==> src/include/status_lamp_regs.svh <==
// Timing constants for the status lamp block.
`ifndef STATUS_LAMP_REGS_SVH
`define STATUS_LAMP_REGS_SVH

`define CLOCK_HZ 40000000
`define FLASH_HALF_MS 250
`define FLASH_HALF_CYCLES ((`CLOCK_HZ / 1000) * `FLASH_HALF_MS)
`define START_PULSE_MIN_MS 80
`define START_PULSE_MIN_CYCLES ((`CLOCK_HZ / 1000) * `START_PULSE_MIN_MS)
`define COUNT_WIDTH 24

`endif

==> src/include/status_lamp_pkg.sv <==
// Types shared by the status lamp block.
package status_lamp_pkg;

   typedef enum logic [1:0] {
      START_MODE_NONE,
      START_MODE_BASIC,
      START_MODE_MONITORED,
      START_MODE_BOTH
   } start_mode_type;

   typedef struct packed {
      logic general_fault;
      logic supply_fault;
      logic start_cross_fault;
      logic output_fault;
   } fault_flags_type;

   typedef struct packed {
      logic supply_lamp;
      logic output_state_lamp;
      logic start_lamp_basic_mode;
      logic start_lamp_monitored_mode;
      logic error_lamp;
   } lamp_set_type;

   typedef enum logic [2:0] {
      FAULT_NONE,
      FAULT_GENERAL,
      FAULT_SUPPLY,
      FAULT_CROSS,
      FAULT_WIRING,
      FAULT_OUTPUT
   } fault_class_type;

endpackage

==> src/rtl/safety_status_led_diagnostics.sv <==
// Status lamps, start handling and latched error safe state of the safety relay.
`timescale 1ns/1ps
`default_nettype none
`include "status_lamp_regs.svh"

// Summary of operation
// - Outside the safe state, the output-state lamp is lit exactly while the safety outputs are on.
// - A start lamp is dark when start is unmet, lit when met and flashes while waiting.
// - Basic wiring reports on the first start lamp, monitored wiring on the second.
// - Any error turns the outputs off, enters the safe state and lights the error lamp.
// - The safe state holds regardless of inputs until a power-on reset.
// - A general error flashes output-state and both start lamps in phase.
// - A supply fault flashes the supply lamp.
// - A start input cross circuit flashes only the first start lamp.
// - Both start wirings present is an error and flashes both start lamps in phase.
// - A safety output fault flashes the output-state lamp.
// - Monitored start enables outputs only on the fall of a pulse held at least 80 ms.
module safety_status_led_diagnostics (
   input wire logic clock,
   input wire logic sys_rst,
   input wire logic supply_ok,
   input wire logic wired_basic_start,
   input wire logic wired_monitored_start,
   input wire logic start_input,
   input wire logic start_waiting,
   input wire logic release_request,
   input wire status_lamp_pkg::fault_flags_type fault_flags,
   output logic outputs_on,
   output logic safe_state,
   output status_lamp_pkg::lamp_set_type lamps
);
   import status_lamp_pkg::*;

   // -----------------------------------------------------------------
   // Flash toggle
   // -----------------------------------------------------------------
   logic [`COUNT_WIDTH-1:0] flash_count_reg, flash_count_next;
   logic flash_reg, flash_next;

   always_comb begin
      flash_count_next = flash_count_reg + `COUNT_WIDTH'(1);
      flash_next = flash_reg;
      if (flash_count_reg == `COUNT_WIDTH'(`FLASH_HALF_CYCLES - 1)) begin
         flash_count_next = '0;
         flash_next = ~flash_reg;
      end
   end

   always_ff @(posedge clock) begin
      if (sys_rst) begin
         flash_count_reg <= '0;
         flash_reg <= 1'b0;
      end else begin
         flash_count_reg <= flash_count_next;
         flash_reg <= flash_next;
      end
   end

   // -----------------------------------------------------------------
   // Fault classification and latched safe state
   // -----------------------------------------------------------------
   start_mode_type mode;
   fault_class_type fault_now;
   fault_class_type fault_reg, fault_next;

   always_comb begin
      mode = start_mode_type'({wired_monitored_start, wired_basic_start});
      if (fault_flags.supply_fault || !supply_ok) begin
         fault_now = FAULT_SUPPLY;
      end else if (mode == START_MODE_BOTH) begin
         fault_now = FAULT_WIRING;
      end else if (fault_flags.start_cross_fault) begin
         fault_now = FAULT_CROSS;
      end else if (fault_flags.output_fault) begin
         fault_now = FAULT_OUTPUT;
      end else if (fault_flags.general_fault) begin
         fault_now = FAULT_GENERAL;
      end else begin
         fault_now = FAULT_NONE;
      end
      fault_next = fault_reg;
      if (fault_reg == FAULT_NONE) begin
         fault_next = fault_now;
      end
   end

   always_ff @(posedge clock) begin
      if (sys_rst) begin
         fault_reg <= FAULT_NONE;
      end else begin
         fault_reg <= fault_next;
      end
   end

   // -----------------------------------------------------------------
   // Start handling and output enable
   // -----------------------------------------------------------------
   logic [`COUNT_WIDTH-1:0] pulse_count_reg, pulse_count_next;
   logic start_prev_reg, start_prev_next;
   logic out_reg, out_next;
   logic pulse_long;

   always_comb begin
      pulse_long = (pulse_count_reg >= `COUNT_WIDTH'(`START_PULSE_MIN_CYCLES));
      start_prev_next = start_input;
      pulse_count_next = '0;
      if (start_input) begin
         pulse_count_next = pulse_long ? pulse_count_reg
                                       : pulse_count_reg + `COUNT_WIDTH'(1);
      end
      out_next = out_reg;
      if (release_request) begin
         out_next = 1'b0;
      end else if (mode == START_MODE_MONITORED) begin
         if (start_prev_reg && !start_input && pulse_long) begin
            out_next = 1'b1;
         end
      end else if (mode == START_MODE_BASIC && start_input) begin
         out_next = 1'b1;
      end
      if (fault_reg != FAULT_NONE || fault_now != FAULT_NONE) begin
         out_next = 1'b0;
      end
   end

   always_ff @(posedge clock) begin
      if (sys_rst) begin
         pulse_count_reg <= '0;
         start_prev_reg <= 1'b0;
         out_reg <= 1'b0;
      end else begin
         pulse_count_reg <= pulse_count_next;
         start_prev_reg <= start_prev_next;
         out_reg <= out_next;
      end
   end

   // -----------------------------------------------------------------
   // Lamp patterns
   // -----------------------------------------------------------------
   lamp_set_type lamps_next;
   logic start_show;

   always_comb begin
      if (out_next) begin
         start_show = 1'b1;
      end else if (start_waiting) begin
         start_show = flash_next;
      end else begin
         start_show = 1'b0;
      end
      lamps_next = '0;
      lamps_next.supply_lamp = supply_ok;
      lamps_next.output_state_lamp = out_next;
      lamps_next.start_lamp_basic_mode = (mode == START_MODE_BASIC) && start_show;
      lamps_next.start_lamp_monitored_mode = (mode == START_MODE_MONITORED) && start_show;
      case (fault_next)
         FAULT_NONE: begin
         end
         FAULT_GENERAL: begin
            lamps_next = '0;
            lamps_next.supply_lamp = 1'b1;
            lamps_next.error_lamp = 1'b1;
            lamps_next.output_state_lamp = flash_next;
            lamps_next.start_lamp_basic_mode = flash_next;
            lamps_next.start_lamp_monitored_mode = flash_next;
         end
         FAULT_SUPPLY: begin
            lamps_next = '0;
            lamps_next.error_lamp = 1'b1;
            lamps_next.supply_lamp = flash_next;
         end
         FAULT_CROSS: begin
            lamps_next = '0;
            lamps_next.supply_lamp = 1'b1;
            lamps_next.error_lamp = 1'b1;
            lamps_next.start_lamp_basic_mode = flash_next;
         end
         FAULT_WIRING: begin
            lamps_next = '0;
            lamps_next.supply_lamp = 1'b1;
            lamps_next.error_lamp = 1'b1;
            lamps_next.start_lamp_basic_mode = flash_next;
            lamps_next.start_lamp_monitored_mode = flash_next;
         end
         FAULT_OUTPUT: begin
            lamps_next = '0;
            lamps_next.supply_lamp = 1'b1;
            lamps_next.error_lamp = 1'b1;
            lamps_next.output_state_lamp = flash_next;
         end
         default: begin
            lamps_next = '0;
            lamps_next.error_lamp = 1'b1;
         end
      endcase
   end

   always_ff @(posedge clock) begin
      if (sys_rst) begin
         lamps <= '0;
         outputs_on <= 1'b0;
         safe_state <= 1'b0;
      end else begin
         lamps <= lamps_next;
         outputs_on <= out_next;
         safe_state <= (fault_next != FAULT_NONE);
      end
   end
endmodule
`default_nettype wire

==> config.mk <==
export PLATFORM = sky130hd
export DESIGN_NAME = safety_status_led_diagnostics
export DESIGN_NICKNAME = d
export VERILOG_FILES = /design/src/include/status_lamp_pkg.sv /design/src/rtl/safety_status_led_diagnostics.sv
export VERILOG_INCLUDE_DIRS = /design/src /design/src/include
export SDC_FILE = /design/constraint.sdc
export NUM_CORES = 1
export LEC_CHECK = 0
export ABC_AREA = 1
export BUFFER_PORTS_ARGS = -buffer_cell sky130_fd_sc_hd__buf_2
export CAP_MARGIN = 20
export CORE_ASPECT_RATIO = 1.1
export CORE_UTILIZATION = 40
export DETAILED_ROUTE_END_ITERATION = 16
export PLACE_DENSITY_LB_ADDON = 0.05
export SLEW_MARGIN = 20
export SYNTH_ARGS = -nofsm -noshare
export SYNTH_HDL_FRONTEND = slang
export SYNTH_SLANG_ARGS = --single-unit
==> constraint.sdc <==
create_clock -name clock -period 1.8 [get_ports clock]
set_input_delay 0 -clock clock [delete_from_list [all_inputs] [get_ports clock]]
set_output_delay 0 -clock clock [all_outputs]
set_load 0.01 [all_outputs]
Yosys cells after proc, flatten, opt, wreduce, memory -nomap -nowiden
Index checks and enable logic that the tools add are counted.
Widths: inputs -> output; s select.
- register bits after elaboration: 60
- input port bits: 12
- output and inout bits: 7
- logic and storage cells: 57
- $add $sub $neg: 2
- order comparisons: 1
- equal/unequal tests: 9
- mux-type cells: 15
- bitwise gates (word level): 2
- reductions and logical operators: 16
- operator list (operator ; count):
    $add 24x1->24 const B ; 2
    $pmux 5 s6 ; 1
    $eq 24x24->1 const B ; 1
    $ge 24x22->1 const B ; 1
    $mux 3 ; 5
    $mux 1 ; 9
    $reduce_bool 3->1 ; 3
    $eq 3x2->1 const B ; 2
    $eq 3x3->1 const B ; 2
    $logic_not 3->1 ; 2
    $logic_and 1x1->1 ; 5
    $eq 2x2->1 const B ; 2
    $reduce_or 2->1 ; 2
    $eq 3x1->1 const B ; 1
    $eq 2x1->1 const B ; 1
    $logic_not 1->1 ; 2
    $logic_or 1x1->1 ; 2
    $not 1->1 ; 2

Longest topological paths before layout
Gate-level depths: netlist of run 1.
- depth after elaboration: 11
- gate-level depth with buffers: 11
- gate-level depth less buffers: 11

Worst setup path before layout of run 1
OpenSTA, ideal clock, no wires.
- path kind: reg-to-reg
- from: register flash_count_reg[0]
- to: register flash_count_reg[20]
- library setup time: 117 ps
- arrival: 1298 ps
- required time: 1683 ps
- slack: 385 ps
- stages on the path, launching flop included: 10
- path buffers: 0
- period minus slack after synthesis: 1415 ps
- cells stage by stage: dfxtp_1 -> ha_1 -> nand2_1 -> inv_1 -> nand2_4 -> nor2_4 -> inv_2 -> nor3_2 -> xor2_1 -> nor2_1
- cells in the longest elaborated chain, start to end: 2
- elaborated cells on any way between the ends: 3
- those cells by class: add/sub (1); eq/ne (1); reduce/logical (1)
- ends and longest elaborated chain (element ; RTL line ; text):
    start: declaration ; safety_status_led_diagnostics.sv:37 ; logic [`COUNT_WIDTH-1:0] flash_count_reg, flash_count_next;
    start signal: assignment ; safety_status_led_diagnostics.sv:54 ; flash_count_reg <= flash_count_next;
    branches (longest 2 deep; another with $add 24x1->24) ; n/a ;
Parallel ways; which one is timed is not known.
A chain may end at the register's enable or synchronous reset.

Final worst setup path of run 1
- from: register flash_count_reg[0]
- to: register flash_count_reg[17]
Same word-level chain as after synthesis.

==> results.md, run 1 <==
- Io pins: 19
- Post-Syn Area: between 3000 and 4000 um2
- Largest net degree at the start of global routing: 20
- EDFF count, synth: 0
- Top cells by area, synth: dfxtp_1, nand2_1, inv_1, nor2_1, a21oi_1
- Initial Util: a little over two fifths
- CP endpoint kind: flop
- Slew Limit Fails: 0
- CTS buffer count: 9
- Minimum clock period: 1.573 ns
- Fraction of layout cells with a size suffix above 1: roughly 16%
- Yosys reg bits: 60
- Die W: approximately 87 um
- Final Worst Setup Slack: 0.2272 ns
- Syn. warnings: 0
- Final WL: 6638 um
- Final net count: a little under 500
- RSZ-0062 raised after global routing: no
- Final worst-path cycle share: between 80 and 90%
- Yosys cell types: 36
- Syn Inst Count: ~450
- Routed WL per cell: roughly 11 um
- Final hold vios: 0
- Die H: between 90 and 100 um
- Setup repair bufs after CTS: 0
- Crit path kind: flop to flop
- CTS Sinks: 60
- Diodes inserted: 0
- Vias per inst: 4.797
- Grt ovf: 0
- PostCTS Resize Cnt: 0
- Leak pwr: approximately 1.4 nW
- Reg clk slew, reported paths: roughly 0.070 ns
- Top-count cell post-synth: nand2_1
- Number of buffers added on ports: 18
- Register area share after synthesis: a little under two fifths
- Crit-path max FO: 15
- Via Count: 2816
- CTS max path bufs: 2
- Commonest cells in the netlist: nand2_1, dfxtp_1, inv_1
- Measured slew at the worst slew-check pin: 0.3897 ns
- FMAX: roughly 640 MHz
- Final setup violation count: 0
- H-tree Lvls: 3
- Max Cap Viol: 0
- Layout Skew: 0.008890 ns
- Data arrival time of the worst path: 1.80 ns
- Final ANT Viol Nets: 0
- Starting DRT DRC Count: 78
- Core Region: 7556 um2
- CTS tree: yes
- P&R area growth vs syn: 13.08%
- Initial antenna violation count: 0
- Row Count: 33
- Router iterations before antenna repair: 4
- Vias in the first global route: 2610
- Clock root buffer master: clkbuf_8
- GP Congestion: between 0.7 and 0.8
- Power Density: 726.3 nW/um2
- Share of the synthesized area in the top cell type: a little under two fifths
- Final HPWL from detailed placement: about 5000 um
- Ys async rst share: 0%
- Peak VDD IR: roughly 0.00035 V
- Mapped Nets: around 460
- Die area: ~8200 um2
- Top FF cell, synth: dfxtp_1
- Pwr Total: about 0.0026 W
- Residual DRC count: 0
- GRT Overall Usage: a little under a fifth
- Crit path launch type: flop
- Rel. slew slack: between 70% and 80%
- Yosys top cell by area: dfxtp_1
- Hold Buf Count CTS: 1
- Average size of a mapped cell: 7.044 um2
- Hold crit path type: primary input to flop
- First-pass GRT wire length: roughly 12000 um
- Req. time, crit path: 2.03 ns
- Status: finished, final reports clean
- Setup TNS: 0 ns
- Worst slack, placed: 0.2124 ns
- Worst-Skew Late Latency: roughly 0.35 ns
final timing paths:
| kind | startpoint | endpoint | slack [ns] | cells after the start |
|---|---|---|---|---|
| max reg2reg | flash_count_reg[0] | flash_count_reg[17] | 0.23 | 9 |
| min | start_waiting | lamps[1] | 0.04 | 5 |
| max | flash_count_reg[0] | flash_count_reg[17] | 0.23 | 9 |
| min reg2reg | pulse_count_reg[22] | pulse_count_reg[22] | 0.43 | 2 |
logic make-up after synthesis:
kind of cell             share of synthesized area [%]
flip-flops                                       38.06
buffers and inverters                            9.040
AO/OA/AOI/OAI                                    10.07
adder cells (fa/ha/maj)                          1.190
XOR/XNOR                                         3.886
AND/OR/NAND/NOR                                  37.75
power breakdown:
part | internal, W | switching (W)
combinational | 0.0000612 | 0.000103
clock | 0.000527 | 0.000537
sequential | 0.00135 | 0.0000121
total | 0.00194 | 0.000652
worst max-delay path, cell delays in order, from the launching register on:
cell and delay (ns):
dfxtp_1 0.36, ha_1 0.17, nand2_1 0.07, inv_1 0.13, nand2_4 0.09, nor2_4 0.12, nand2_2 0.09, nand2_1 0.20
buf_12 0.17, nor3_1 0.06
per-stage QoR:
stage | cell area (um2) | util, % | hold WS [ns] | instances
after floorplan | 3156 | - | 0.1833 | 448
after global placement | 3390 | 44.86 | 0.3041 | 570
after detailed placement | 3390 | 44.86 | 0.3018 | 570
after CTS | 3568 | 47.23 | 0.03930 | 587
after global routing | 3568 | 47.23 | 0.08345 | 587
final | 3568 | 47.23 | 0.04357 | 587
area by class of cell:
type / count / area [um2]
clock buffer: 11 / 141.4
clock inverter: 5 / 27.53
fill: 782 / 3988
inverter: 66 / 247.7
multi-input combinational: 316 / 1669
sequential: 60 / 1201
tap: 105 / 131.4
timing repair buffer: 24 / 150.1
cells in the final DEF (no fill, tap or decap), drive strengths merged:
cell type / n
dfxtp: 60
xor2: 8
buf: 23
dlygate4sd3: 1
nor3b: 4
o21bai: 2
inv: 66
o211ai: 2
nand3: 30
nand4: 12
nor4: 2
o21ai: 15
o21a: 2
a31o: 1
clkinvlp: 1
nand2: 100
nor3: 19
nor2: 67
xnor2: 6
clkinv: 4
or2: 4
a31oi: 1
clkbuf: 11
a21oi: 35
nand3b: 3
ha: 3
per-layer routing:
layer	GRT usage, %	vias to the layer above	share of wire (%)
met5	0	-	0
met4	9.444	0	2.2
met3	4.589	13	3.4
met2	29.89	40	46
met1	21.81	1264	48
li1	-	1499	-
Power figures use the tool's default switching activity.
==> run 2: changes to the inputs <==
- clock period: 1.8 -> 1.65 ns (I/O delays scaled with it)
==> results.md, run 2 (same netlist as run 1, synthesis figures left out) <==
- Status: finished, final reports clean
- Initial Util: 41.76% (unchanged)
- RSZ-0062 raised after global routing: no
- Layout Skew: 0.01054 ns (+0.001645 ns)
- Io pins: 19 (unchanged)
- Initial antenna violation count: 0 (unchanged)
- Diodes inserted: 0 (unchanged)
- CTS Sinks: 60 (unchanged)
- Row Count: 33 (unchanged)
- Core Region: 7556 um2 (unchanged)
- Leak pwr: 1.485 nW (+5.6%)
- Slew Limit Fails: 0 (unchanged)
- Combinational Power Share: 5.4% (-0.9 points)
- Largest net degree at the start of global routing: 18 (-10%)
- Met1 wire length: 3263 um (+1.4%)
- Minimum clock period: 1.504 ns (-0.06877 ns)
- Power Density: 892.7 nW/um2 (+23%)
- Clock power frac: 50.0% (+9.0 points)
- Cell family contributing the most delay on the critical path: simple AND/OR/NAND/NOR gates
- Final WL: 6777 um (+2.1%)
- Switching share of power: 21.29% (-3.9 points)
- GRT Overall Usage: 18.14% (about the same)
- FMAX: 664.9 MHz (+4.6%)
- Crit path cell chain: inv_1 -> nand2_1 -> nand3_1 -> nand3_2 -> nand2_4 -> inv_2 -> nor2_4 -> nand3_1 -> nand2_1 -> a21oi_1
- Clock root buffer master: clkbuf_8
- Vias per inst: 4.745 (-1.1%)
- Final hold vios: 0 (unchanged)
- Hold crit path type: primary input to flop
- CTS max path bufs: 2 (unchanged)
- Crit path launch type: flop
- Data arrival time of the worst path: 1.73 ns (-0.07 ns)
- Die area: 8249 um2 (unchanged)
- Flop pwr share: 44.6% (-8.0 points)
- Final net count: 501 (+1.8%)
- R2R setup slack: 0.15 ns (-0.08 ns)
- GP Congestion: 0.8058 (+1.3%)
- Worst hold start: wired_basic_start
- Number of buffers added on ports: 18 (unchanged)
- Final HPWL from detailed placement: 5037 um (about the same)
- Via Count: 2828 (+0.43%)
- Routed WL per cell: 11.37 um (+0.55%)
- H-tree Lvls: 3 (unchanged)
- Req. time, crit path: 1.88 ns (-0.15 ns)
- Cell internal pwr: 0.002626 W (+35%)
- Final ANT Viol Nets: 0 (unchanged)
- Reg clk slew, reported paths: 0.07 ns (about the same)
- Sw power: 0.0007103 W (+8.9%)
- Starting DRT DRC Count: 81 (+3.8%)
- Setup TNS: 0 ns (unchanged)
- CP max stage delay: 0.34 ns (-0.02 ns)
- Residual DRC count: 0 (unchanged)
- Fin Hold WS: 0.04739 ns (+0.003827 ns)
- Die W: 86.69 um (unchanged)
- RR Endpoint: pulse_count_reg[15]
- Worst Path Buf+Inv: 2 (unchanged)
- Grt ovf: 0 (unchanged)
- Reg2reg start: pulse_count_reg[11]
- Commonest non-fill, non-tap cell in the layout: nand2_1
- Cell count of the worst hold path: 5 (unchanged)
- Met3 wire len: 209 um (-6.7%)
- Crit-path max FO: 12 (-3)
- P&R area growth vs syn: 18.44%
- Min-Delay Endpoint: lamps[2]
- First-pass GRT wire length: 11510 um (-0.17%)
- Crit path kind: flop to flop
- Vias in the first global route: 2598 (-0.46%)
- Met2 WL: 3158 um (+3.7%)
- Die H: 95.16 um (unchanged)
- Rel. slew slack: 73.93% (+0.11 points)
- CTS buffer count: 9 (unchanged)
- Worst-Skew Late Latency: 0.34 ns (about the same)
- Pwr Total: 0.003336 W (+29%)
- Peak VDD IR: 0.0004794 V (+35%)
- Fraction of layout cells with a size suffix above 1: 19.14% (+3.2 points)
- Reg2Reg Depth: 10 (+1)
- Measured slew at the worst slew-check pin: 0.3906 ns (+0.0009154 ns)
- Max Cap Viol: 0 (unchanged)
- CP endpoint kind: flop
- Router iterations before antenna repair: 4 (unchanged)
- CTS tree: yes
- Final worst-path cycle share: 91.15% (+3.8 points)
- Max Used Layer: met4
- Commonest cells after routing, fill and taps aside: nand2_1, dfxtp_1, inv_1
- Max stage delay cell, worst path: dfxtp_1
- Final setup violation count: 0 (unchanged)
run 2: cell count changes in the layout (fill, tap and decap cells not counted), sizes merged:
cell,previous run,this run
buf,23,32
bufinv,0,3
clkbuf,11,12
clkinv,4,1
clkinvlp,1,0
run 2: layer usage:
metal / global-route usage (%) / vias up
met2: 30.69 / 48
li1: - / 1518
met4: 8.611 / 0
met5: 0 / -
met1: 21.94 / 1248
met3: 3.896 / 14
run 2: power groups by stage:
stage	sequential, W	clock, W	combinational [W]
5_1_grt	0.00149	0.00179	0.000206
6_report	0.00149	0.00167	0.000180
3_3_place_gp	0.00152	0	0.000178
4_1_cts	0.00149	0.00170	0.000183
3_5_place_dp	0.00152	0	0.000179
2_1_floorplan	0.00152	0	0.000119
run 2: area by class of cell:
class                      instances  area [um2]
tap                              105       131.4
multi-input combinational        316        1688
sequential                        60        1202
clock buffer                      12       155.1
fill                             758        3819
inverter                          66       247.7
timing repair buffer              33       217.7
clock inverter                     4       95.09
run 2: worst max-delay path by stage:
stage                   startpoint                  end  slack, ns  cells past startpoint
3_5_place_dp    flash_count_reg[0]  flash_count_reg[17]     -0.005                      9
4_1_cts         flash_count_reg[0]  flash_count_reg[17]      0.004                      9
5_1_grt        pulse_count_reg[17]  pulse_count_reg[15]      0.004                     10
2_1_floorplan   flash_count_reg[0]  flash_count_reg[20]       0.23                      9
6_report       pulse_count_reg[11]  pulse_count_reg[15]       0.15                     10
3_3_place_gp    flash_count_reg[0]  flash_count_reg[17]       0.05                      9
run 2: through the flow:
stage / worst slack (ns) / util (%) / cells / cell area (um2)
4_1_cts: 0.004454 / 49.20 / 596 / 3717
5_1_grt: 0.003944 / 49.46 / 596 / 3737
6_report: 0.1460 / 49.46 / 596 / 3737
3_5_place_dp: -0.005274 / 45.75 / 579 / 3457
2_1_floorplan: 0.2347 / - / 448 / 3156
3_3_place_gp: 0.05158 / 45.75 / 579 / 3457
run 2: worst reg2reg max path: stages (launching register included):
cell	delay, ns
dfxtp_1	0.34
inv_1	0.10
nand2_1	0.07
nand3_1	0.11
nand3_2	0.12
nand2_4	0.17
inv_2	0.14
nor2_4	0.16
nand3_1	0.09
nand2_1	0.06
a21oi_1	0.04
run 2: what timing repair did:
action                                  CTS  global route
endpoints found under the hold margin     9             0
resized for setup                         0             8
hold buffers                              1             0
endpoints found under the setup margin    0            26
buffers inserted                          0             0
==> run 3: changes to the inputs <==
==> constraint.sdc (replaced) <==
create_clock -name clock -period 1.65 [get_ports clock]
set_input_delay 0.33 -clock clock [delete_from_list [all_inputs] [get_ports clock]]
set_output_delay 0.33 -clock clock [all_outputs]
set_load 0.01 [all_outputs]
==> results.md, run 3 (same netlist as run 1, synthesis figures left out) <==
- Status: finished, final reports clean
- Cell count of the worst hold path: 2 (-3)
- Data arrival time of the worst path: 1.76 ns (+0.03 ns)
- DP Cell Count: 578 (-0.17%)
- Slew Limit Fails: 0 (unchanged)
- Final Worst Setup Slack: 0.1623 ns (+0.01626 ns)
- Die H: 95.16 um (unchanged)
- H-tree Lvls: 3 (unchanged)
- FMAX: 672.2 MHz (+1.1%)
- Min-Delay Endpoint: lamps[2]
- Worst-Skew Late Latency: 0.34 ns (about the same)
- P&R area growth vs syn: 17.37%
- Number of buffers added on ports: 18 (unchanged)
- Final ANT Viol Nets: 0 (unchanged)
- Clock root buffer master: clkbuf_8
- Leak pwr: 1.478 nW (-0.43%)
- Final hold vios: 0 (unchanged)
- Row Count: 33 (unchanged)
- Worst hold start: sys_rst
- Io pins: 19 (unchanged)
- Fin area: 3704 um2 (-0.90%)
- Crit-path max FO: 4 (-8)
- Residual DRC count: 0 (unchanged)
- Measured slew at the worst slew-check pin: 0.4341 ns (+0.04343 ns)
- Layout Skew: 0.009676 ns (-0.0008591 ns)
- Crit path kind: flop to flop
- Via Count: 2790 (-1.3%)
- Fraction of layout cells with a size suffix above 1: 18.94% (-0.20 points)
- First-pass GRT wire length: 12150 um (+5.6%)
- Routed WL per cell: 11.44 um (+0.63%)
- Req. time, crit path: 1.92 ns (+0.04 ns)
- Final worst-path cycle share: 90.17% (-0.99 points)
- Reg2reg start: flash_count_reg[0]
- RR Endpoint: lamps[2]
- CTS Sinks: 60 (unchanged)
- Die area: 8249 um2 (unchanged)
- Core Region: 7556 um2 (unchanged)
- GRT Overall Usage: 18.82% (+0.68 points)
- Die W: 86.69 um (unchanged)
- Max Cap Viol: 0 (unchanged)
- Hold Buf Count CTS: 0 (-1)
- Vias in the first global route: 2728 (+5.0%)
- Initial Util: 41.76% (unchanged)
- Final net count: 501 (unchanged)
- Starting DRT DRC Count: 105 (+30%)
- Rel. slew slack: 71.03% (-2.9 points)
- Pwr Total: 0.003142 W (-5.8%)
- Router iterations before antenna repair: 4 (unchanged)
- Final setup violation count: 0 (unchanged)
- Crit path launch type: flop
- R2R setup slack: 0.16 ns (+0.02 ns)
- Vias per inst: 4.681 (-1.3%)
- CTS buffer count: 9 (unchanged)
- Worst slack, placed: 0.03736 ns (+0.04263 ns)
- Setup TNS: 0 ns (unchanged)
- CTS max path bufs: 2 (unchanged)
- Grt ovf: 0 (unchanged)
- Minimum clock period: 1.488 ns (-0.01626 ns)
- Largest net degree at the start of global routing: 18 (unchanged)
- Diodes inserted: 0 (unchanged)
- Initial antenna violation count: 0 (unchanged)
- Commonest non-fill, non-tap cell in the layout: nand2_1
- CP endpoint kind: flop
- Reg2Reg Depth: 11 (+1)
- Final WL: 6820 um (+0.63%)
- CTS tree: yes
- Reg clk slew, reported paths: 0.07 ns (about the same)
- Final HPWL from detailed placement: 5142 um (+2.1%)
- Commonest cells after routing, fill and taps aside: nand2_1, dfxtp_1, inv_1
- Peak VDD IR: 0.0004213 V (-12%)
- Placed instance area: 3450 um2 (-0.22%)
- Power Density: 848.5 nW/um2 (-4.9%)
- Final instance count without filler cells: 596 (unchanged)
- Hold crit path type: primary input to flop
- GP Congestion: 0.8040 (-0.22%)
[run 3: changes by cell type in the layout (fill, tap and decap cells not counted), sizes merged]
cell,previous run,this run
bufinv,3,2
dlygate4sd3,1,0
buf,32,33
clkinvlp,0,1
[run 3: metal layers]
metal	up-vias	wire length [um]	track usage, %
met3	2	137	3.377
met2	22	3188	31.88
met5	-	0	0
li1	1520	-	-
met1	1246	3453	23.52
met4	0	40	7.917
[run 3: worst max-delay path by stage]
stage / start / endpoint / slack [ns] / cells past startpoint
after global placement: flash_count_reg[0] / flash_count_reg[17] / 0.05 / 9
after detailed placement: flash_count_reg[0] / flash_count_reg[17] / 0.04 / 9
final: flash_count_reg[0] / lamps[2] / 0.16 / 11
after CTS: flash_count_reg[0] / flash_count_reg[17] / 0.003 / 9
after global routing: flash_count_reg[0] / lamps[1] / -0.002 / 11
after floorplan: flash_count_reg[0] / flash_count_reg[20] / 0.23 / 9
[run 3: worst max-delay path, cell delays in order, from the launching register on]
cell	delay (ns)
dfxtp_2	0.34
ha_2	0.17
nand2_1	0.08
inv_2	0.09
nand2_4	0.07
nor2_4	0.14
nand2_4	0.07
nand2_2	0.08
nand2_2	0.07
inv_2	0.07
nand3_2	0.08
a21oi_2	0.14
[run 3: repair_timing]
action	4_1_cts	5_1_grt
gates resized for setup	0	10
buffers inserted	0	2
endpoints found under the setup margin	0	32
[run 3: cell type report]
cell class	count	area, um2
timing repair buffer	33	215.2
clock buffer	12	145.1
tap	105	131.4
multi-input combinational	316	1689
clock inverter	4	72.57
sequential	60	1202
fill	784	3852
inverter	66	247.7
[run 3: through the flow]
stage / util (%) / hold slack, ns
after global placement: 45.65 / 0.4244
after detailed placement: 45.65 / 0.4341
final: 49.01 / 0.2824
after global routing: 49.01 / 0.2782
after floorplan: - / 0.4155
after CTS: 48.53 / 0.2750
[run 3: power by group]
part / internal, W / total (W) / switching, W
Clock: 0.000891 / 0.00148 / 0.000585
Combinational: 0.0000648 / 0.000178 / 0.000113
Sequential: 0.00147 / 0.00149 / 0.0000136
